[config.mk]
export PLATFORM = sky130hd
export DESIGN_NAME = pll_lock_detect_unit
export DESIGN_NICKNAME = d
export VERILOG_FILES = /design/src/design/lock_detect_pkg.sv /design/src/design/lkd_if.sv /design/src/design/lock_window_detect.sv /design/src/design/pll_lock_detect_unit.sv
export VERILOG_INCLUDE_DIRS = /design/src /design/src/design
export SDC_FILE = /design/constraint.sdc
export NUM_CORES = 1
export LEC_CHECK = 0
export BUFFER_PORTS_ARGS = -buffer_cell sky130_fd_sc_hd__buf_2
export CAP_MARGIN = 20
export CORE_MARGIN = 4
export CORE_UTILIZATION = 40
export DETAILED_ROUTE_END_ITERATION = 10
export PLACE_DENSITY = 0.67
export RECOVER_POWER = 25
export SLEW_MARGIN = 15
export SYNTH_ARGS = -nofsm -noshare
export SYNTH_HDL_FRONTEND = slang
export SYNTH_SLANG_ARGS = --single-unit
[constraint.sdc]
create_clock -name sys_clk -period 4.4 [get_ports sys_clk]
set_input_delay 0.88 -clock sys_clk [delete_from_list [all_inputs] [get_ports sys_clk]]
set_output_delay 0.88 -clock sys_clk [all_outputs]
set_load 0.01 [all_outputs]
[src/design/lock_detect_defines.svh]
`ifndef LOCK_DETECT_DEFINES_SVH
`define LOCK_DETECT_DEFINES_SVH

// ==========================================================
// Register addresses
`define ADDR_ID_STROBE 6'h00
`define ADDR_EN_RESET 6'h01
`define ADDR_LKD_CFG 6'h1A
`define ADDR_GPO_CTRL 6'h1B
`define ADDR_STATUS 6'h1F

// ==========================================================
// Reset values
`define EN_RESET_DEFAULT 16'hDF7F
`define LKD_CFG_DEFAULT 20'h7912A
`define GPO_CTRL_DEFAULT 4'h0

// ==========================================================
// Field positions
`define STB_SWRST_REGS 0
`define STB_SWRST_DIG 1
`define STB_TEMP 3
`define EN_LKD 11
`define EN_PUMP 12
`define EN_DSM 13
`define LKD_THR_MSB 9
`define LKD_ASYM_EN 10
`define LKD_ASYM_UP 11
`define LKD_AUTOMUX 12
`define LKD_ALWAYS 13
`define LKD_RO_SEL 14
`define LKD_RO_CFG_MSB 16
`define LKD_RO_CFG_LSB 15
`define LKD_DUR_MSB 18
`define LKD_DUR_LSB 17
`define LKD_RO_TEST 19
`define STATUS_LOCK 0
`define GPO_SEL_RO_TEST 4'h7

// ==========================================================
// Frame and timing
`define ADDR_LAST_CNT 5'h05
`define DATA_LAST_CNT 5'h17
`define CLK_PERIOD_NS 8
`define ANALOG_WIN_NS 10
`define ANALOG_WIN_CYC ((`ANALOG_WIN_NS / `CLK_PERIOD_NS) < 1 ? 1 : (`ANALOG_WIN_NS / `CLK_PERIOD_NS))
`define RO_BASE_CYC 2
`define CNT_SAT 9'h1FF

`endif

[src/design/lock_detect_pkg.sv]
package lock_detect_pkg;
  typedef enum logic [1:0] {fr_idle, fr_addr, fr_data, fr_done} frame_state_t;
endpackage

[src/design/lkd_if.sv]
`timescale 1ns/1ps
interface lkd_if;
  logic enable;
  logic ro_test;
  logic ro_sel;
  logic asym_en;
  logic asym_up;
  logic [1:0] ro_cfg;
  logic [1:0] duration;
  logic [9:0] threshold;
  logic locked;
  logic ro_clk;
  modport ctrl (output enable, ro_test, ro_sel, asym_en, asym_up, ro_cfg, duration, threshold, input locked, ro_clk);
  modport detector (input enable, ro_test, ro_sel, asym_en, asym_up, ro_cfg, duration, threshold,
                    output locked, ro_clk);
endinterface

[src/design/lock_window_detect.sv]
`timescale 1ns/1ps
`include "lock_detect_defines.svh"
module lock_window_detect (
  input wire logic sys_clk, // System clock
  input wire logic nrst, // Synchronous reset, active low
  input wire logic ref_lvl, // Synchronised reference level
  input wire logic vco_lvl, // Synchronised divided VCO level
  lkd_if.detector lk // Configuration and lock result
);
  logic ref_d_reg, vco_d_reg, judged_reg, locked_reg, ro_out_reg;
  logic [8:0] since_ref_reg, since_vco_reg;
  logic [9:0] hits_reg;
  logic [2:0] ro_cnt_reg;

  // ==========================================================
  // Window geometry
  wire ref_edge = ref_lvl & ~ref_d_reg;
  wire vco_edge = vco_lvl & ~vco_d_reg;
  wire active = lk.enable & ~lk.ro_test;
  // Larger codes give a slower oscillator and a longer window
  wire [2:0] ro_half = 3'((32'(lk.ro_cfg) + 1) * `RO_BASE_CYC - 1);
  wire [8:0] dig_half = 9'((32'(lk.duration) + 1) * (32'(lk.ro_cfg) + 1) * `RO_BASE_CYC);
  wire [8:0] win_half = lk.ro_sel ? dig_half : 9'(`ANALOG_WIN_CYC);
  wire [8:0] win_full = {win_half[7:0], 1'b0};
  wire [8:0] win_before = lk.asym_en ? (lk.asym_up ? 9'h000 : win_full) : win_half;
  wire [8:0] win_after = lk.asym_en ? (lk.asym_up ? win_full : 9'h000) : win_half;
  wire hit_pre = ref_edge & (vco_edge | (since_vco_reg < win_before));
  wire hit_post = ~judged_reg & ~ref_edge & vco_edge & (since_ref_reg < win_after);
  wire miss = ~judged_reg & ~ref_edge & ~hit_post & (since_ref_reg >= win_after);
  wire hit = hit_pre | hit_post;
  wire reach = (10'(hits_reg + 10'h001) >= lk.threshold);

  assign lk.locked = locked_reg;
  assign lk.ro_clk = ro_out_reg;

  // ==========================================================
  // Ring oscillator model
  always_ff @(posedge sys_clk) begin
    if (!nrst || !(lk.ro_sel || lk.ro_test)) begin
      ro_cnt_reg <= 3'h0;
      ro_out_reg <= 1'b0;
    end else if (ro_cnt_reg >= ro_half) begin
      ro_cnt_reg <= 3'h0;
      ro_out_reg <= ~ro_out_reg;
    end else begin
      ro_cnt_reg <= ro_cnt_reg + 3'h1;
    end
  end

  // ==========================================================
  // Edge timers
  always_ff @(posedge sys_clk) begin
    if (!nrst) begin
      ref_d_reg <= 1'b0;
      vco_d_reg <= 1'b0;
      since_ref_reg <= `CNT_SAT;
      since_vco_reg <= `CNT_SAT;
    end else begin
      ref_d_reg <= ref_lvl;
      vco_d_reg <= vco_lvl;
      since_ref_reg <= ref_edge ? 9'h000 : (since_ref_reg == `CNT_SAT ? `CNT_SAT : since_ref_reg + 9'h001);
      since_vco_reg <= vco_edge ? 9'h000 : (since_vco_reg == `CNT_SAT ? `CNT_SAT : since_vco_reg + 9'h001);
    end
  end

  // ==========================================================
  // Consecutive hit counter and lock flag
  always_ff @(posedge sys_clk) begin
    if (!nrst || !active) begin
      judged_reg <= 1'b1;
      hits_reg <= 10'h000;
      locked_reg <= 1'b0;
    end else begin
      if (ref_edge) judged_reg <= hit_pre;
      else if (hit_post || miss) judged_reg <= 1'b1;
      if (miss) begin
        hits_reg <= 10'h000;
        locked_reg <= 1'b0;
      end else if (hit) begin
        if (!reach) hits_reg <= hits_reg + 10'h001;
        if (reach) locked_reg <= 1'b1;
      end
    end
  end

  AST_MISS_CLEARS: assert property (@(posedge sys_clk) disable iff (!nrst) active && miss |=> !locked_reg)
    else $error("lock flag survived a miss");
  AST_MISS_RESTARTS: assert property (@(posedge sys_clk) disable iff (!nrst) active && miss |=> hits_reg == 10'h000)
    else $error("hit count not restarted by a miss");
  AST_LOCK_AT_COUNT: assert property (@(posedge sys_clk) disable iff (!nrst)
    active && hit && !miss && reach ##1 active |-> locked_reg) else $error("lock not set at threshold");
  AST_NO_EARLY_LOCK: assert property (@(posedge sys_clk) disable iff (!nrst)
    $rose(locked_reg) |-> $past(reach) && $past(hit)) else $error("lock set before threshold");
  AST_DISABLED: assert property (@(posedge sys_clk) disable iff (!nrst) !active |=> !locked_reg && hits_reg == 10'h000)
    else $error("detector active while disabled");
  COV_LOCK: cover property (@(posedge sys_clk) disable iff (!nrst) $rose(locked_reg));
  COV_UNLOCK: cover property (@(posedge sys_clk) disable iff (!nrst) locked_reg && miss);
endmodule // lock_window_detect

[src/design/pll_lock_detect_unit.sv]
`timescale 1ns/1ps
`include "lock_detect_defines.svh"
// Overview of operation
// - Lock detection runs only while enable-and-reset bit 11 is set.
// - Bit 11 is an active-low reset for detector and pin gating, default 1.
// - Window source bit clear selects fixed window of about 10 ns each side.
// - Window source bit set selects a ring-oscillator timed window.
// - Ring oscillator speed comes from field bits 16 to 15.
// - Code 0 is fastest and shortest, code 3 slowest and longest.
// - Digital window length is duration field bits 18 to 17, plus one, oscillator periods.
// - Test bit 19 with output select 0111 shows oscillator; lock detect stops.
// - Lock declared after threshold consecutive in-window arrivals, field bits 9 to 0.
// - Reaching threshold sets lock flag at status register 1Fh bit 0.
// - Any arrival outside the window clears the lock flag at once.
// - Lock flag is read-only over the serial port; writes ignored.
// - Always-route bit 13 puts lock flag on pin; reads are impossible.
// - Auto-mux bit 12 shows lock except during a serial read.
// - Auto-mux switches to data out when read is sensed on first edge.
// - Asymmetric enable and polarity set place the window after reference.
// - Asymmetric enable with polarity clear places the window before reference.
// - Reading address 00h returns a 24-bit identity code.
// - Write 00h bit 0 resets registers; bit 1 resets remaining digital logic.
// - Write 00h bit 3 triggers one temperature measurement.
// - Clearing enable bit 12 puts the charge pump output in high impedance.
// - Modulator runs only while enable bit 13 is set, default 0.
module pll_lock_detect_unit
  import lock_detect_pkg::*;
#(
  parameter logic [23:0] ID_CODE = 24'h5A3C01 // Arbitrary identity value
) (
  input wire logic sys_clk, // System clock, 125 MHz
  input wire logic nrst, // Synchronous reset, active low
  input wire logic ref_in, // Reference clock pin
  input wire logic vco_div_in, // Divided VCO pin
  input wire logic sen, // Serial enable, active high
  input wire logic sck, // Serial clock pin
  input wire logic sdi, // Serial data in
  output logic lock_indicator_pin, // Shared lock / serial data out pin
  output logic general_output_2, // Second general output
  output logic pump_enable, // Charge pump drive enable, low is high-Z
  output logic modulator_run, // Fractional modulator out of reset
  output logic soft_dig_reset, // One-cycle digital soft reset pulse
  output logic temp_measure_strobe // One-cycle temperature measure pulse
);
  // ==========================================================
  // Pin synchronisers
  // Bit order: ref, vco, sen, sck, sdi
  logic [4:0] pin_s1_reg, pin_s2_reg;
  logic sck_d_reg;
  always_ff @(posedge sys_clk) begin
    if (!nrst) begin
      pin_s1_reg <= 5'h00;
      pin_s2_reg <= 5'h00;
      sck_d_reg <= 1'b0;
    end else begin
      pin_s1_reg <= {ref_in, vco_div_in, sen, sck, sdi};
      pin_s2_reg <= pin_s1_reg;
      sck_d_reg <= pin_s2_reg[1];
    end
  end
  wire ref_lvl = pin_s2_reg[4];
  wire vco_lvl = pin_s2_reg[3];
  wire sen_lvl = pin_s2_reg[2];
  wire sdi_lvl = pin_s2_reg[0];
  // Oversampling limits the serial clock to well under a quarter of sys_clk
  wire sck_rise = sen_lvl & pin_s2_reg[1] & ~sck_d_reg;

  // ==========================================================
  // Serial frame decoder
  frame_state_t state_reg, state_next;
  logic is_read_reg;
  logic [4:0] cnt_reg;
  logic [5:0] addr_reg;
  logic [23:0] shift_reg;
  logic sdo_reg;
  logic [15:0] en_reset_reg;
  logic [19:0] lkd_cfg_reg;
  logic [3:0] gpo_ctrl_reg;
  logic pin_reg, general_output_2_reg, soft_dig_reg, temp_reg;

  wire [5:0] addr_full = {addr_reg[4:0], sdi_lvl};
  wire [23:0] wr_data = {shift_reg[22:0], sdi_lvl};
  wire pin_always = lkd_cfg_reg[`LKD_ALWAYS];
  wire pin_auto_share_en = lkd_cfg_reg[`LKD_AUTOMUX];
  wire addr_done = (state_reg == fr_addr) & sck_rise & (cnt_reg == `ADDR_LAST_CNT);
  wire data_done = (state_reg == fr_data) & sck_rise & (cnt_reg == `DATA_LAST_CNT);
  wire wr_commit = data_done & ~is_read_reg;
  wire strobe_wr = wr_commit & (addr_reg == `ADDR_ID_STROBE);
  wire swrst_regs = strobe_wr & wr_data[`STB_SWRST_REGS];
  wire swrst_dig = strobe_wr & wr_data[`STB_SWRST_DIG];
  wire temp_go = strobe_wr & wr_data[`STB_TEMP];
  // Read sensed on first edge; always-route mode refuses reads
  wire read_active = is_read_reg & ~pin_always & (state_reg != fr_idle);
  wire locked_flag;

  always_comb begin
    state_next = state_reg;
    if (!sen_lvl) begin
      state_next = fr_idle;
    end else if (sck_rise) begin
      unique case (state_reg)
        fr_idle: state_next = fr_addr;
        fr_addr: state_next = addr_done ? fr_data : fr_addr;
        fr_data: state_next = data_done ? fr_done : fr_data;
        fr_done: state_next = fr_done;
      endcase
    end
  end

  always_ff @(posedge sys_clk) begin
    if (!nrst) begin
      state_reg <= fr_idle;
      cnt_reg <= 5'h00;
      is_read_reg <= 1'b0;
      addr_reg <= 6'h00;
    end else begin
      state_reg <= state_next;
      if (state_next != state_reg || !sen_lvl) cnt_reg <= 5'h00;
      else if (sck_rise) cnt_reg <= cnt_reg + 5'h01;
      if (state_reg == fr_idle && sck_rise) is_read_reg <= sdi_lvl;
      if (state_reg == fr_addr && sck_rise) addr_reg <= addr_full;
    end
  end

  // ==========================================================
  // Read data selection
  logic [23:0] rd_data;
  always_comb begin
    unique case (addr_full)
      `ADDR_ID_STROBE: rd_data = ID_CODE;
      `ADDR_EN_RESET: rd_data = {8'h00, en_reset_reg};
      `ADDR_LKD_CFG: rd_data = {4'h0, lkd_cfg_reg};
      `ADDR_GPO_CTRL: rd_data = {20'h00000, gpo_ctrl_reg};
      `ADDR_STATUS: rd_data = {23'h000000, locked_flag};
      default: rd_data = 24'h000000;
    endcase
  end

  // Data bits leave MSB first on rising edges after the address
  always_ff @(posedge sys_clk) begin
    if (!nrst) begin
      shift_reg <= 24'h000000;
      sdo_reg <= 1'b0;
    end else if (addr_done) begin
      shift_reg <= rd_data;
    end else if (state_reg == fr_data && sck_rise) begin
      if (is_read_reg) begin
        sdo_reg <= shift_reg[23];
        shift_reg <= {shift_reg[22:0], 1'b0};
      end else begin
        shift_reg <= wr_data;
      end
    end
  end

  // ==========================================================
  // Registers
  always_ff @(posedge sys_clk) begin
    if (!nrst || swrst_regs) begin
      en_reset_reg <= `EN_RESET_DEFAULT;
      lkd_cfg_reg <= `LKD_CFG_DEFAULT;
      gpo_ctrl_reg <= `GPO_CTRL_DEFAULT;
    end else if (wr_commit) begin
      // Status address is not decoded for writes: lock flag stays hardware-owned
      if (addr_reg == `ADDR_EN_RESET) en_reset_reg <= wr_data[15:0];
      if (addr_reg == `ADDR_LKD_CFG) lkd_cfg_reg <= wr_data[19:0];
      if (addr_reg == `ADDR_GPO_CTRL) gpo_ctrl_reg <= wr_data[3:0];
    end
  end

  // ==========================================================
  // Lock detector
  lkd_if lk ();
  assign lk.enable = en_reset_reg[`EN_LKD] & ~soft_dig_reg;
  assign lk.ro_test = lkd_cfg_reg[`LKD_RO_TEST];
  assign lk.ro_sel = lkd_cfg_reg[`LKD_RO_SEL];
  assign lk.asym_en = lkd_cfg_reg[`LKD_ASYM_EN];
  assign lk.asym_up = lkd_cfg_reg[`LKD_ASYM_UP];
  assign lk.ro_cfg = lkd_cfg_reg[`LKD_RO_CFG_MSB:`LKD_RO_CFG_LSB];
  assign lk.duration = lkd_cfg_reg[`LKD_DUR_MSB:`LKD_DUR_LSB];
  assign lk.threshold = lkd_cfg_reg[`LKD_THR_MSB:0];
  assign locked_flag = lk.locked;

  lock_window_detect u_detect (
    .sys_clk(sys_clk),
    .nrst(nrst),
    .ref_lvl(ref_lvl),
    .vco_lvl(vco_lvl),
    .lk(lk)
  );

  // ==========================================================
  // Output pins
  wire pin_next = pin_always ? locked_flag :
                  (pin_auto_share_en & ~read_active) ? locked_flag : sdo_reg;
  // Lock gating sits behind the same enable as the detector
  wire pin_gated = pin_next & (read_active | ~pin_auto_share_en | en_reset_reg[`EN_LKD]);
  wire gpo_ro = lk.ro_test & (gpo_ctrl_reg == `GPO_SEL_RO_TEST);

  always_ff @(posedge sys_clk) begin
    if (!nrst) begin
      pin_reg <= 1'b0;
      general_output_2_reg <= 1'b0;
      soft_dig_reg <= 1'b0;
      temp_reg <= 1'b0;
    end else begin
      pin_reg <= pin_gated;
      general_output_2_reg <= gpo_ro & lk.ro_clk;
      soft_dig_reg <= swrst_dig;
      temp_reg <= temp_go;
    end
  end

  assign lock_indicator_pin = pin_reg;
  assign general_output_2 = general_output_2_reg;
  assign pump_enable = en_reset_reg[`EN_PUMP];
  assign modulator_run = en_reset_reg[`EN_DSM];
  assign soft_dig_reset = soft_dig_reg;
  assign temp_measure_strobe = temp_reg;

  // ==========================================================
  // Checks
  AST_STROBE_ONE_CYCLE: assert property (@(posedge sys_clk) disable iff (!nrst)
    temp_measure_strobe |=> !temp_measure_strobe) else $error("temperature strobe held");
  AST_TEMP_CAUSE: assert property (@(posedge sys_clk) disable iff (!nrst)
    temp_measure_strobe |-> $past(temp_go)) else $error("temperature strobe without write");
  AST_DIG_RESET_DETECTOR: assert property (@(posedge sys_clk) disable iff (!nrst)
    swrst_dig |=> ##1 !locked_flag) else $error("digital soft reset left lock set");
  AST_PIN_ALWAYS: assert property (@(posedge sys_clk) disable iff (!nrst)
    pin_always && en_reset_reg[`EN_LKD] && $stable(pin_always) |=> lock_indicator_pin == $past(locked_flag))
    else $error("pin does not follow lock in always mode");
  AST_AUTOMUX_LOCK: assert property (@(posedge sys_clk) disable iff (!nrst)
    !pin_always && pin_auto_share_en && !read_active && en_reset_reg[`EN_LKD]
    |=> lock_indicator_pin == $past(locked_flag)) else $error("auto-mux pin not showing lock");
  AST_AUTOMUX_READ: assert property (@(posedge sys_clk) disable iff (!nrst)
    read_active && !pin_always |=> lock_indicator_pin == $past(sdo_reg)) else $error("pin not serving read data");
  AST_STATUS_WRITE_IGNORED: assert property (@(posedge sys_clk) disable iff (!nrst)
    wr_commit && addr_reg == `ADDR_STATUS |=> $stable(en_reset_reg) && $stable(lkd_cfg_reg) && $stable(gpo_ctrl_reg))
    else $error("status write altered a register");
  AST_REG_SOFT_RESET: assert property (@(posedge sys_clk) disable iff (!nrst)
    swrst_regs |=> en_reset_reg == `EN_RESET_DEFAULT && lkd_cfg_reg == `LKD_CFG_DEFAULT)
    else $error("register soft reset missed");
  AST_MOD_RUN: assert property (@(posedge sys_clk) disable iff (!nrst)
    wr_commit && addr_reg == `ADDR_EN_RESET && !swrst_regs |=> modulator_run == $past(wr_data[`EN_DSM]))
    else $error("modulator run not following bit 13");
  AST_PUMP: assert property (@(posedge sys_clk) disable iff (!nrst)
    wr_commit && addr_reg == `ADDR_EN_RESET |=> pump_enable == $past(wr_data[`EN_PUMP]))
    else $error("pump enable not following bit 12");
  AST_RO_TEST_STOPS: assert property (@(posedge sys_clk) disable iff (!nrst)
    lk.ro_test |=> !locked_flag) else $error("lock detect ran in test mode");

  COV_READ_FRAME: cover property (@(posedge sys_clk) disable iff (!nrst) data_done && is_read_reg);
  COV_WRITE_FRAME: cover property (@(posedge sys_clk) disable iff (!nrst) wr_commit && addr_reg == `ADDR_LKD_CFG);
  COV_STROBE: cover property (@(posedge sys_clk) disable iff (!nrst) temp_go);
endmodule // pll_lock_detect_unit

---- Word level (Yosys, flattened, before mapping) ----
Cells that the tools add are included.
word-level totals
  bits in registers ....................... 130
operators by class
  $add $sub $neg .......................... 8
  $mul .................................... 1
  $lt $le $gt $ge ......................... 5
  equality and inequality tests ........... 16
  mux-type cells .......................... 22
  bitwise gates (word level) .............. 47
  reduce and logical (&&, ||, !) cells .... 28
operators with widths
  operator                 number
  $pmux W23 S5             1
  $mux W9                  9
  $mux W24                 2
  $eq A6 B5 Y1 const B     5
  $and A1 B1 Y1            27
  $add A9 B1 Y9 const B    2
  $eq A9 B9 Y1 const B     2
  $lt A9 B9 Y1             2
  $not A1 Y1               16
  $eq A6 B1 Y1 const B     2
  $logic_not A6 Y1         2
  $add A10 B1 Y10 const B  1
  $ge A10 B10 Y1           1
  $reduce_and A2 Y1        5
  $ge A9 B9 Y1             1
  $pmux W2 S4              1
  $add A2 B1 Y3 const B    2
  $logic_or A1 B1 Y1       6
  $mul A3 B3 Y6            1
  $mux W1                  6
  $mux W2                  3
  $reduce_bool A2 Y1       3
  $reduce_or A2 Y1         3
  $add A5 B1 Y5 const B    1
  14 further kinds         23

---- Longest topological paths before layout ----
Gate-level depths: netlist (run 1).
  depth after elaboration ................. 13
  mapped depth ............................ 19
  depth with buffers taken out ............ 17

---- Hierarchy ----
From an unflattened synthesis (run 1), not the netlist that was laid out.
unflattened totals
  cells, all modules ...................... 839
  area total of the unflattened synthesis .. 7026.7 um^2
modules (own cells, without submodules)
  module                instances  cells each  area an instance (um^2)  sequential area each (um^2)
  pll_lock_detect_unit  1          510         4276.6                   1881.8
  lock_window_detect    1          329         2750.1                   720.7

---- Least setup slack after synthesis (run 1) ----
Ideal clock, no wire load.
  kind .................................... flip-flop to flip-flop
  start point ............................. reg lkd_cfg_reg[15]
  end point ............................... reg u_detect.hits_reg[5]
  library setup time ...................... 0.072 ns
  arrival time ............................ 3.984 ns
  slack ................................... 0.345 ns
  cell stages (with the launch flop) ...... 18
  path through ............................ dfxtp_1 ha_1 nand2_1 fa_1 inv_1 ha_1 fa_1 xor2_1 nor2b_1 o21ai_0 ha_1 a21o_1 a211o_1 a21oi_2 nand2b_1 buf_2 a2111oi_4 mux2i_1
on the way
  cells in the longest elaborated chain, start to end .. 11
  elaborated cells on any way between the ends .. 19
  those cells by class .................... add/sub: 1; mul: 1; order compare: 3; mux: 5; bitwise: 7; reduce/logical: 2
ends and longest elaborated chain
  element                            line                         RTL
  from (decl)                        pll_lock_detect_unit.sv:77   logic [19:0] lkd_cfg_reg;
  from (signal assigned)             pll_lock_detect_unit.sv:161  lkd_cfg_reg <= `LKD_CFG_DEFAULT;
  from (signal assigned)             pll_lock_detect_unit.sv:166  if (addr_reg == `ADDR_LKD_CFG) lkd_cfg_reg <= wr_data[19:0];
  $add A2 B1 Y3 (*)                  -
  $mul A3 B3 Y6 (*)                  lock_window_detect.sv:22     wire [8:0] dig_half = 9'((32'(lk.duration) + 1) * (32'(lk.ro_cfg) + 1) * `RO_BASE_CYC);
  $mux W9 (*)                        lock_window_detect.sv:23     wire [8:0] win_half = lk.ro_sel ? dig_half : 9'(`ANALOG_WIN_CYC);
  $mux W9 (2 in series)              lock_window_detect.sv:26     wire [8:0] win_after = lk.asym_en ? (lk.asym_up ? win_full : 9'h000) : win_half;
  $lt A9 B9 Y1                       lock_window_detect.sv:28     wire hit_post = ~judged_reg & ~ref_edge & vco_edge & (since_ref_reg < win_after);
  $and A1 B1 Y1                      lock_window_detect.sv:28
  $not A1 Y1                         lock_window_detect.sv:29     wire miss = ~judged_reg & ~ref_edge & ~hit_post & (since_ref_reg >= win_after);
  $and A1 B1 Y1 (2 in series)        lock_window_detect.sv:29
  $reduce_or A2 Y1 (no source line)  -
  to (signal assigned)               lock_window_detect.sv:80     if (!reach) hits_reg <= hits_reg + 10'h001;
  to (decl)                          lock_window_detect.sv:12     logic [9:0] hits_reg;
Mark *: on every way between the ends. The rest lies on a longest branch, timed or not.
A chain may end at the register's enable or synchronous reset.

---- Final worst setup path (run 1) ----
  start point ............................. reg lkd_cfg_reg[16]
  end point ............................... reg u_detect.hits_reg[6]
Same word-level chain as after synthesis.

==> results of run 1 <==
## placed cells by master (no fill, tap or decap), types with 3 or more instances in the layout
cell       netlist  layout
nand2b_1        16      15
a221oi_1         3       3
and3_1          13      13
buf_2           11      11
clkbuf_1        30       7
nand3_1         33      33
nand2_1        153     153
or3_1            3       3
inv_1           20      20
nand4_1          5       5
nor2b_1         22      22
nor2_1          31      31
o211ai_1         9       9
buf_4            2      10
a21o_1           6       6
and2_0           0       5
bufinv_16        0       3
a22oi_1          3       3
dfxtp_1        130     130
o21ai_0         75      75
ha_1            40      39
xnor2_1         10      10
clkbuf_16        0      17
a31oi_1         14      14
a211o_1          3       3
xor2_1          18      17
nand4b_1         3       3
mux2i_1         20      20
a21oi_1         42      42
and2_1          18      13
nor3_1           7       7
o21a_1           5       5
a211oi_1         8       8
## per-stage QoR
step	util, %	hold WS [ns]	instance area, um^2
floorplan	-	0.412	6670
global route	46.6	0.452	7510
detailed placement	42.7	0.421	6880
CTS	46.3	0.444	7460
finish	46.6	0.438	7510
global placement	42.7	0.415	6880
## cell usage after synthesis (all sizes together) (3+ instances only)
cell type,instances
a211o,3
a211oi,9
a21o,6
a21oi,43
a221oi,3
a22oi,3
a31oi,14
and2,18
and3,13
buf,14
clkbuf,30
dfxtp,130
ha,40
inv,20
mux2i,20
nand2,154
nand2b,16
nand3,33
nand4,5
nand4b,3
nor2,31
nor2b,22
nor3,9
o211ai,9
o21a,5
o21ai,76
or3,3
xnor2,10
xor2,18
## critical path, delay by kind of cell (launching register included)
| family | cells | cell delay (ns) |
|---|---|---|
| xor+xnor | 1 | 0.20 |
| compound gates | 6 | 1.32 |
| simple gates | 1 | 0.07 |
| mux | 1 | 0.21 |
| flops | 1 | 0.34 |
| fa+ha+maj | 5 | 1.80 |
| buf+inv | 2 | 0.23 |
## how the worst max path moves through the flow
stage                          startpoint                    to  slack (ns)  cells past startpoint
after global placement    lkd_cfg_reg[16]  u_detect.hits_reg[6]        0.04                     16
after global routing      lkd_cfg_reg[16]  u_detect.hits_reg[5]       -0.05                     16
after floorplan           lkd_cfg_reg[15]  u_detect.hits_reg[5]        0.34                     17
after detailed placement  lkd_cfg_reg[16]  u_detect.hits_reg[6]        0.02                     16
after CTS                 lkd_cfg_reg[16]  u_detect.hits_reg[6]        0.12                     16
final                     lkd_cfg_reg[16]  u_detect.hits_reg[6]        0.15                     16
## area by class of cell
class                      count  share of cell area [%]
sequential                   130                    34.7
multi-input combinational    605                    51.2
timing repair buffer          24                    1.88
clock inverter                 9                    1.78
tap                          216                    3.60
clock buffer                  21                    5.87
inverter                      20                    1.00
## routing by layer
layer	vias up	part of all wire, %	wire length (um)	GRT usage [%]
met1	2516	51	7570	23.0
li1	2787	-	-	-
met3	24	4.4	660	3.31
met2	120	43	6430	24.7
met5	-	0	0	0
met4	0	2.1	315	7.32
## power breakdown
group	leakage (uW)	total (uW)	internal [uW]	switching, uW
Sequential	0.00106	1330	1250	77.4
Combinational	0.00162	405	194	212
Clock	0.000277	1390	885	508
## cells by family after synthesis
kind of cell             synth area share [%]
buffers and inverters                    4.03
AND/OR/NAND/NOR                          24.4
flip-flops                               39.0
XOR/XNOR                                 3.68
adder cells (fa/ha/maj)                  8.10
AO/OA/AOI/OAI                            17.5
multiplexers                             3.34
## what timing repair did
action | 4_1_cts | 5_1_grt
resized for setup | 1 | 5
pin swaps | 0 | 4
setup endpoints to repair | 1 | 10
setup buffers | 0 | 2
==> impl_metrics.tcl, run 1 <==
set metrics [dict create \
    yosysTopAreaCell "dfxtp_1" \
    grt_max_degree 50 \
    synth_nets 848 \
    place_ws_ns 0.0237 \
    ys_async_sr_fraction_pct 0 \
    io_buffer_count 12 \
    dp_cells 993 \
    wl_um 15000 \
    htreeDepth 4 \
    ys_seq_area_share_pct 39.0 \
    max_slew_margin_pct -23.5 \
    largest_reg_flops 24 \
    cts.sinks 130 \
    antenna_found_initial 0 \
    worstHoldPathType "reg2reg" \
    die_w_um 137 \
    initial_utilization_pct 41.4 \
    ctsHoldBuffers 0 \
    cts-root-buf "clkbuf_16" \
    final-hold-violation-count 0 \
    finalSetupViolCount 0 \
    detail_route.wl_per_cell_um 14.6 \
    worstHoldEndpoint "pin_s2_reg[2]" \
    syn_area_mm2 0.00667 \
    fin_cells 1025 \
    yosysTopAreaCellShare_pct 39.0 \
    cp_slowest_cell "fa_1" \
    violations "capacitance limit, slew limit" \
    clock_latency_ns 0.42 \
    core_mm2 0.0161 \
    cts_tree "yes" \
    vdd_ir_drop_max_v 0.000245 \
    place_hpwl_um 9760 \
    dr.pass1.iters 5 \
    io_pins 13 \
    tightest_slew_ns 1.85 \
    gp_congestion 0.814 \
    yosysWarnings 0 \
    cts_buffers 17 \
    worstHoldStart "pin_s1_reg[2]" \
    tns_ns 0 \
    regArea_mm2 0.00260 \
    postSynthCellCount 799 \
    r2r_end "u_detect.hits_reg[6]" \
    crit_path_end_kind "flip-flop" \
    period_share_pct 96.7 \
    ys_seq_elements 130 \
    drt-initial-drc-count 421 \
    status "finished, violations left" \
    dieArea_mm2 0.0188 \
    fillCellCount 1534 \
    routed_via_density 5.31 \
    num_vias 5447 \
    max_freq_ghz 0.235 \
    r2r-start "lkd_cfg_reg[16]" \
    rrSetupSlack_ns 0.15 \
    multi_input_area_mm2 0.00384 \
    cap_violations 1 \
    power_density_mw_per_mm2 416 \
    grt_use_total_pct 16.5 \
    yosys.cell_types.count 65 \
    grt.overflow.total 0 \
    antenna_cells 0 \
    grt_pass1_wl_um 24800 \
    skew_ns 0.00685 \
    p_leak_uw 0.00295 \
    start_kind "flip-flop" \
    cp.arrival_ns 4.60 \
    fin_nets 847 \
    clk_pin_slew_worst_paths_ns 0.05 \
    syn_area_per_cell_um2 8.35 \
    crit_type "reg2reg" \
    period_minus_slack_ns 4.25 \
    drv_slew 50 \
    yosys-top-cells-area "dfxtp_1 39%, nand2_1 8.6%, ha_1 7.5%" \
    synth_flop_cell "dfxtp_1" \
    worst_ep_required_time_ns 4.75 \
    setup_ws_ns 0.147 \
    dieHeight_um 137 \
    synth_edf_count 0 \
    drc 0 \
    critPathMaxStageDelay_ns 0.51 \
    critPathMaxFanout 9 \
    rows 46 \
    holdPathStages 1 \
    p_total_uw 3120 \
    final_layout_size_suffix_gt1_share_pct 8.41 \
    clk_path_buf_depth 2 \
    worst-r2r-cell-count 16 \
    ant_nets 0 \
    area_growth_pct 12.5 \
    crit_chain "ha_4 -> nand2_1 -> fa_1 -> inv_1 -> ha_1 -> fa_1 -> xor2_2 -> a41oi_2 -> ha_1 -> a21o_1 -> a211o_1 -> a211oi_2 -> buf_4 -> o21ai_4 -> a2111oi_4 -> mux2i_1" \
    grt_pass1_vias 4988 \
]
No activity file was read; power rests on OpenSTA's default activity.
==> run 2, diff against run 1 <==
--- a/config.mk
+++ b/config.mk
@@ -11,7 +11,6 @@
 export CORE_MARGIN = 4
 export CORE_UTILIZATION = 40
 export DETAILED_ROUTE_END_ITERATION = 10
-export PLACE_DENSITY = 0.67
 export RECOVER_POWER = 25
 export SLEW_MARGIN = 15
 export SYNTH_ARGS = -nofsm -noshare
==> impl_metrics.tcl, run 2 (synthesized netlist as in run 1, its figures left out) <==
set metrics [dict create \
    drv_slew 51 \
    drc 0 \
    cp.arrival_ns 4.56 \
    start_kind "flip-flop" \
    r2r-start "lkd_cfg_reg[16]" \
    ant_nets 0 \
    worst_ep_required_time_ns 4.75 \
    place_hpwl_um 10200 \
    hold_ws_ns 0.436 \
    num_vias 5475 \
    status "finished, violations left" \
    cp_slowest_cell "fa_1" \
    clk_pin_slew_worst_paths_ns 0.06 \
    die_w_um 137 \
    vdd_ir_drop_max_v 0.000281 \
    setup_ws_ns 0.191 \
    grt_max_degree 51 \
    routed_via_density 5.34 \
    finalSetupViolCount 0 \
    worstHoldPathType "reg2reg" \
    worstPathBufferInverterCount 2 \
    area_growth_pct 13.3 \
    holdPathStages 1 \
    rows 46 \
    crit_path_end_kind "flip-flop" \
    ctsHoldBuffers 0 \
    clk_path_buf_depth 2 \
    grt_use_total_pct 17.4 \
    p_leak_uw 0.00296 \
    crit_type "reg2reg" \
    worstHoldEndpoint "pin_s2_reg[4]" \
    fillCellCount 1601 \
    detail_route.wl_per_cell_um 15.1 \
    critPathMaxFanout 5 \
    tightest_slew_ns 2.02 \
    cts-root-buf "clkbuf_16" \
    cts.sinks 130 \
    grt_pass1_vias 5118 \
    cts_buffers 17 \
    dpl_cell_area_mm2 0.00688 \
    core_mm2 0.0161 \
    period_share_pct 95.7 \
    final_layout_size_suffix_gt1_share_pct 9.38 \
    final_util_pct 46.9 \
    initial_utilization_pct 41.4 \
    power_density_mw_per_mm2 421 \
    max_slew_margin_pct -35.0 \
    htreeDepth 4 \
    critPathMaxStageDelay_ns 0.50 \
    grt_pass1_wl_um 25700 \
    place_ws_ns -0.0184 \
    drt-initial-drc-count 360 \
    worstHoldStart "pin_s1_reg[4]" \
    antenna_found_initial 0 \
    worst-r2r-cell-count 16 \
    grt.overflow.total 0 \
    io_buffer_count 12 \
    dr.pass1.iters 4 \
    crit_family "adder cells" \
    max_freq_ghz 0.238 \
    antenna_cells 0 \
    cap_violations 1 \
    io_pins 13 \
    gp_congestion 0.808 \
    rrSetupSlack_ns 0.19 \
    clock_latency_ns 0.42 \
    final-hold-violation-count 0 \
    most-common-layout-cells "153 x nand2_1, 130 x dfxtp_1, 75 x o21ai_0, 42 x a21oi_1, 38 x ha_1" \
    tns_ns 0 \
    design_area_mm2 0.00756 \
    largest_reg_flops 24 \
    wl_um 15500 \
    final_common_cell "nand2_1" \
    violations "capacitance limit, slew limit" \
    cts_tree "yes" \
    skew_ns 0.00749 \
    dieHeight_um 137 \
    period_minus_slack_ns 4.21 \
    fin_nets 846 \
    crit_chain "ha_4 -> nand2_1 -> fa_1 -> inv_1 -> ha_1 -> fa_1 -> xor2_2 -> a41oi_2 -> ha_1 -> a21o_1 -> a211o_1 -> a211oi_4 -> buf_6 -> o21ai_4 -> a2111oi_4 -> mux2i_1" \
    r2r_end "u_detect.hits_reg[5]" \
    dieArea_mm2 0.0188 \
]
## run 2: metal layers
layer	vias up	share of wire, %	global-route usage (%)
met3	22	3.6	4.52
met5	-	0	0
li1	2794	-	-
met1	2580	52	24.2
met2	79	43	26.0
met4	0	2.0	6.10
## run 2: cell type report
cell class	instances	area [um^2]	area share (%)
clock buffers	18	429	5.68
clock inverters	14	179	2.37
inverters	20	75.1	0.993
multi-input cells	606	3880	51.3
flip-flops and latches	130	2600	34.4
well taps	216	270	3.57
repair buffers	22	130	1.72
## run 2: power breakdown
part	internal [uW]	leakage (uW)	switching (uW)
Sequential	1250	0.00106	77.0
Clock	899	0.000288	559
Combinational	190	0.00161	210
Total	2340	0.00296	846
## run 2: per-stage QoR
stage               total power [uW]  cells
floorplan                       1660    799
global placement                1740    992
detailed placement              1740    992
CTS                             3200   1024
global route                    3350   1026
finish                          3180   1026
## run 2: worst max-delay path by stage
stage,start,to,slack (ns),depth (start not counted)
floorplan,lkd_cfg_reg[15],u_detect.hits_reg[5],0.34,17
global placement,lkd_cfg_reg[16],u_detect.hits_reg[6],0.04,16
detailed placement,lkd_cfg_reg[16],u_detect.hits_reg[5],-0.02,16
CTS,lkd_cfg_reg[16],u_detect.hits_reg[5],0.03,15
global route,lkd_cfg_reg[18],u_detect.hits_reg[6],-0.01,16
finish,lkd_cfg_reg[16],u_detect.hits_reg[5],0.19,16
## run 2: what timing repair did
item                                    CTS  global route
pin swaps                                 0             4
resized for setup                         1            11
setup buffers                             0             1
endpoints found under the setup margin    5            10
cloned                                    0             1
==> run 3, diff against run 2 <==
--- a/config.mk
+++ b/config.mk
@@ -6,6 +6,7 @@
 export SDC_FILE = /design/constraint.sdc
 export NUM_CORES = 1
 export LEC_CHECK = 0
+export ABC_AREA = 1
 export BUFFER_PORTS_ARGS = -buffer_cell sky130_fd_sc_hd__buf_2
 export CAP_MARGIN = 20
 export CORE_MARGIN = 4
==> constraint.sdc (replaced) <==
create_clock -name sys_clk -period 4.4 [get_ports sys_clk]
set_input_delay 0.44 -clock sys_clk [delete_from_list [all_inputs] [get_ports sys_clk]]
set_output_delay 0.44 -clock sys_clk [all_outputs]
set_load 0.01 [all_outputs]
==> impl_metrics.tcl, run 3 <==
set metrics [dict create \
    status "finished, violations left" \
    violations "capacitance limit, slew limit" \
    num_vias 5899 \
    fin_nets 1007 \
    yosys-top-cells-area "dfxtp_1 39%, nand2_1 13%, ha_1 7.5%" \
    crit_chain "ha_1 -> nand2_1 -> fa_1 -> inv_1 -> ha_1 -> fa_1 -> a21oi_1 -> o21ai_0 -> o21ai_0 -> nand2_1 -> ha_1 -> nand2_1 -> nor2_1 -> nand3b_1 -> nand4_1 -> nand3_1 -> nand2_1 -> clkinvlp_4 -> nand2_1 -> nor2_1" \
    most-common-layout-cells "239 x nand2_1, 130 x dfxtp_1, 119 x inv_1, 84 x nor2_1, 83 x o21ai_0" \
    dr.pass1.iters 5 \
    cap_violations 1 \
    cts_tree "yes" \
    max_slew_margin_pct -28.7 \
    drv_slew 43 \
    finalSetupViolCount 0 \
    met3_length_um 649 \
    cts-root-buf "clkbuf_16" \
    yosysTopAreaCell "dfxtp_1" \
    antenna_cells 0 \
    cpMostUsedCell "nand2_1" \
    p_seq_share_pct 42.3 \
    grt_max_degree 43 \
    ys_seq_elements 130 \
    drc 0 \
    yosys-top-cells-count "239 x nand2_1, 130 x dfxtp_1, 119 x inv_1, 84 x nor2_1, 83 x o21ai_0" \
    p_clk_share_pct 43.3 \
    dpl_cell_area_mm2 0.00696 \
    final_common_cell "nand2_1" \
    start_kind "flip-flop" \
    yosysMostFrequentCell "nand2_1" \
    cts_setup_buffers 0 \
    final-hold-violation-count 0 \
    tns_ns 0 \
    p_total_uw 3100 \
    tightest_slew_ns 1.93 \
    clock_latency_ns 0.42 \
    core_mm2 0.0165 \
    yosys.cell_types.count 39 \
    syn_area_mm2 0.00671 \
    p_leak_uw 0.00362 \
    synth_nets 999 \
    vdd_ir_drop_max_v 0.000282 \
    dieArea_mm2 0.0189 \
    largest_reg_flops 24 \
    power_frac_comb_pct 14.4 \
    highest_layer "met4" \
    ant_nets 0 \
    critPathMaxFanout 10 \
    cts.sinks 130 \
    grt.overflow.total 0 \
    ys_seq_area_share_pct 38.8 \
    yosysWarnings 0 \
    cts_buffers 17 \
    crit_path_end_kind "flip-flop" \
    worstHoldPathType "in2reg" \
    dieHeight_um 138 \
    max_freq_ghz 0.251 \
    place_hpwl_um 10900 \
    clk_path_buf_depth 2 \
    clk_pin_slew_worst_paths_ns 0.06 \
    skew_ns 0.0104 \
    ys_async_sr_fraction_pct 0 \
    synth_flop_cell "dfxtp_1" \
    critPathMaxStageDelay_ns 0.50 \
    io_pins 13 \
    wl_um 16000 \
    grt_pass1_wl_um 27500 \
    p_int_uw 2220 \
    final_layout_size_suffix_gt1_share_pct 6.18 \
    grt_use_total_pct 18.3 \
    syn_area_per_cell_um2 7.06 \
    gp_congestion 0.823 \
    ctsHoldBuffers 0 \
    drt-initial-drc-count 432 \
    p_sw_uw 882 \
    cp_slowest_cell "fa_1" \
    design_area_mm2 0.00752 \
    area_growth_pct 12.0 \
    antenna_found_initial 0 \
    period_minus_slack_ns 3.98 \
    crit_type "reg2reg" \
    cts_resized 0 \
    postSynthCellCount 950 \
    rows 47 \
    initial_utilization_pct 40.6 \
    wl_met1_um 7900 \
    routed_via_density 4.95 \
    routed-wl-met2_um 7170 \
    yosysTopAreaCellShare_pct 38.8 \
    die_w_um 138 \
    swShare_pct 28.5 \
    detail_route.wl_per_cell_um 13.5 \
    htreeDepth 4 \
    period_share_pct 90.4 \
    power_density_mw_per_mm2 412 \
    cp.arrival_ns 4.29 \
    worst_ep_required_time_ns 4.71 \
    grt_pass1_vias 5629 \
    io_buffer_count 12 \
    synth_edf_count 0 \
    rsz0062_at_grt "false" \
]
-- run 3: cell families (layout without fill, tap and decap cells) --
| logic type | count (synthesis) | after routing | share of synthesized area, % |
|---|---|---|---|
| xor gates and xnor gates | 20 | 20 | 2.61 |
| AOI/OAI and AO/OA | 160 | 160 | 12.9 |
| and+or+nand+nor | 444 | 444 | 28.6 |
| adders and majority gates | 42 | 42 | 8.05 |
| DFF | 130 | 130 | 38.8 |
| buffers and inverters | 154 | 175 | 9.00 |
-- run 3: worst paths after layout --
path	endpoint	from	cells past startpoint	slack, ns
worst max-delay path	u_detect.hits_reg[0]	lkd_cfg_reg[15]	20	0.42
worst min-delay path	pin_s1_reg[1]	sck	3	0.20
worst max register to register	u_detect.hits_reg[0]	lkd_cfg_reg[15]	20	0.42
worst min register to register	pin_s2_reg[0]	pin_s1_reg[0]	2	0.41
-- run 3: final cells by class --
| cell class | instances | area [um^2] |
|---|---|---|
| sequential | 130 | 2600 |
| fill | 1689 | 9010 |
| tap | 220 | 275 |
| multi-input combinational | 666 | 3500 |
| clock buffer | 18 | 429 |
| clock inverter | 14 | 133 |
| timing repair buffer | 20 | 108 |
| inverter | 123 | 465 |
-- run 3: stage by stage --
| stage | util [%] | setup WS [ns] | std cells | hold slack, ns |
|---|---|---|---|---|
| 4_1_cts | 45.5 | 0.370 | 1191 | 0.183 |
| 3_5_place_dp | 42.1 | 0.377 | 1159 | 0.401 |
| 3_3_place_gp | 42.1 | 0.476 | 1159 | 0.400 |
| 5_1_grt | 45.5 | 0.0478 | 1191 | 0.206 |
| 2_1_floorplan | - | 0.804 | 950 | 0.390 |
| 6_report | 45.5 | 0.421 | 1191 | 0.199 |
-- run 3: per-layer routing --
layer  up-vias  GRT usage (%)
met5         -              0
met4         0           6.65
met3        20           4.02
met2       111           29.0
met1      2676           24.5
li1       3092              -
-- run 3: critical path, delay by kind of cell (launching register included) --
| family | cells | cell delay (ns) |
|---|---|---|
| and+or+nand+nor | 10 | 1.04 |
| DFF | 1 | 0.36 |
| AOI/OAI and AO/OA | 3 | 0.42 |
| buffers and inverters | 2 | 0.27 |
| adders and majority gates | 5 | 1.75 |
-- run 3: power by group through the flow --
stage / Sequential (uW) / Clock (uW) / Combinational [uW]
finish: 1310 / 1340 / 447
global route: 1320 / 1420 / 548
CTS: 1310 / 1370 / 451
detailed placement: 1340 / 0 / 448
global placement: 1340 / 0 / 441
floorplan: 1320 / 0 / 378
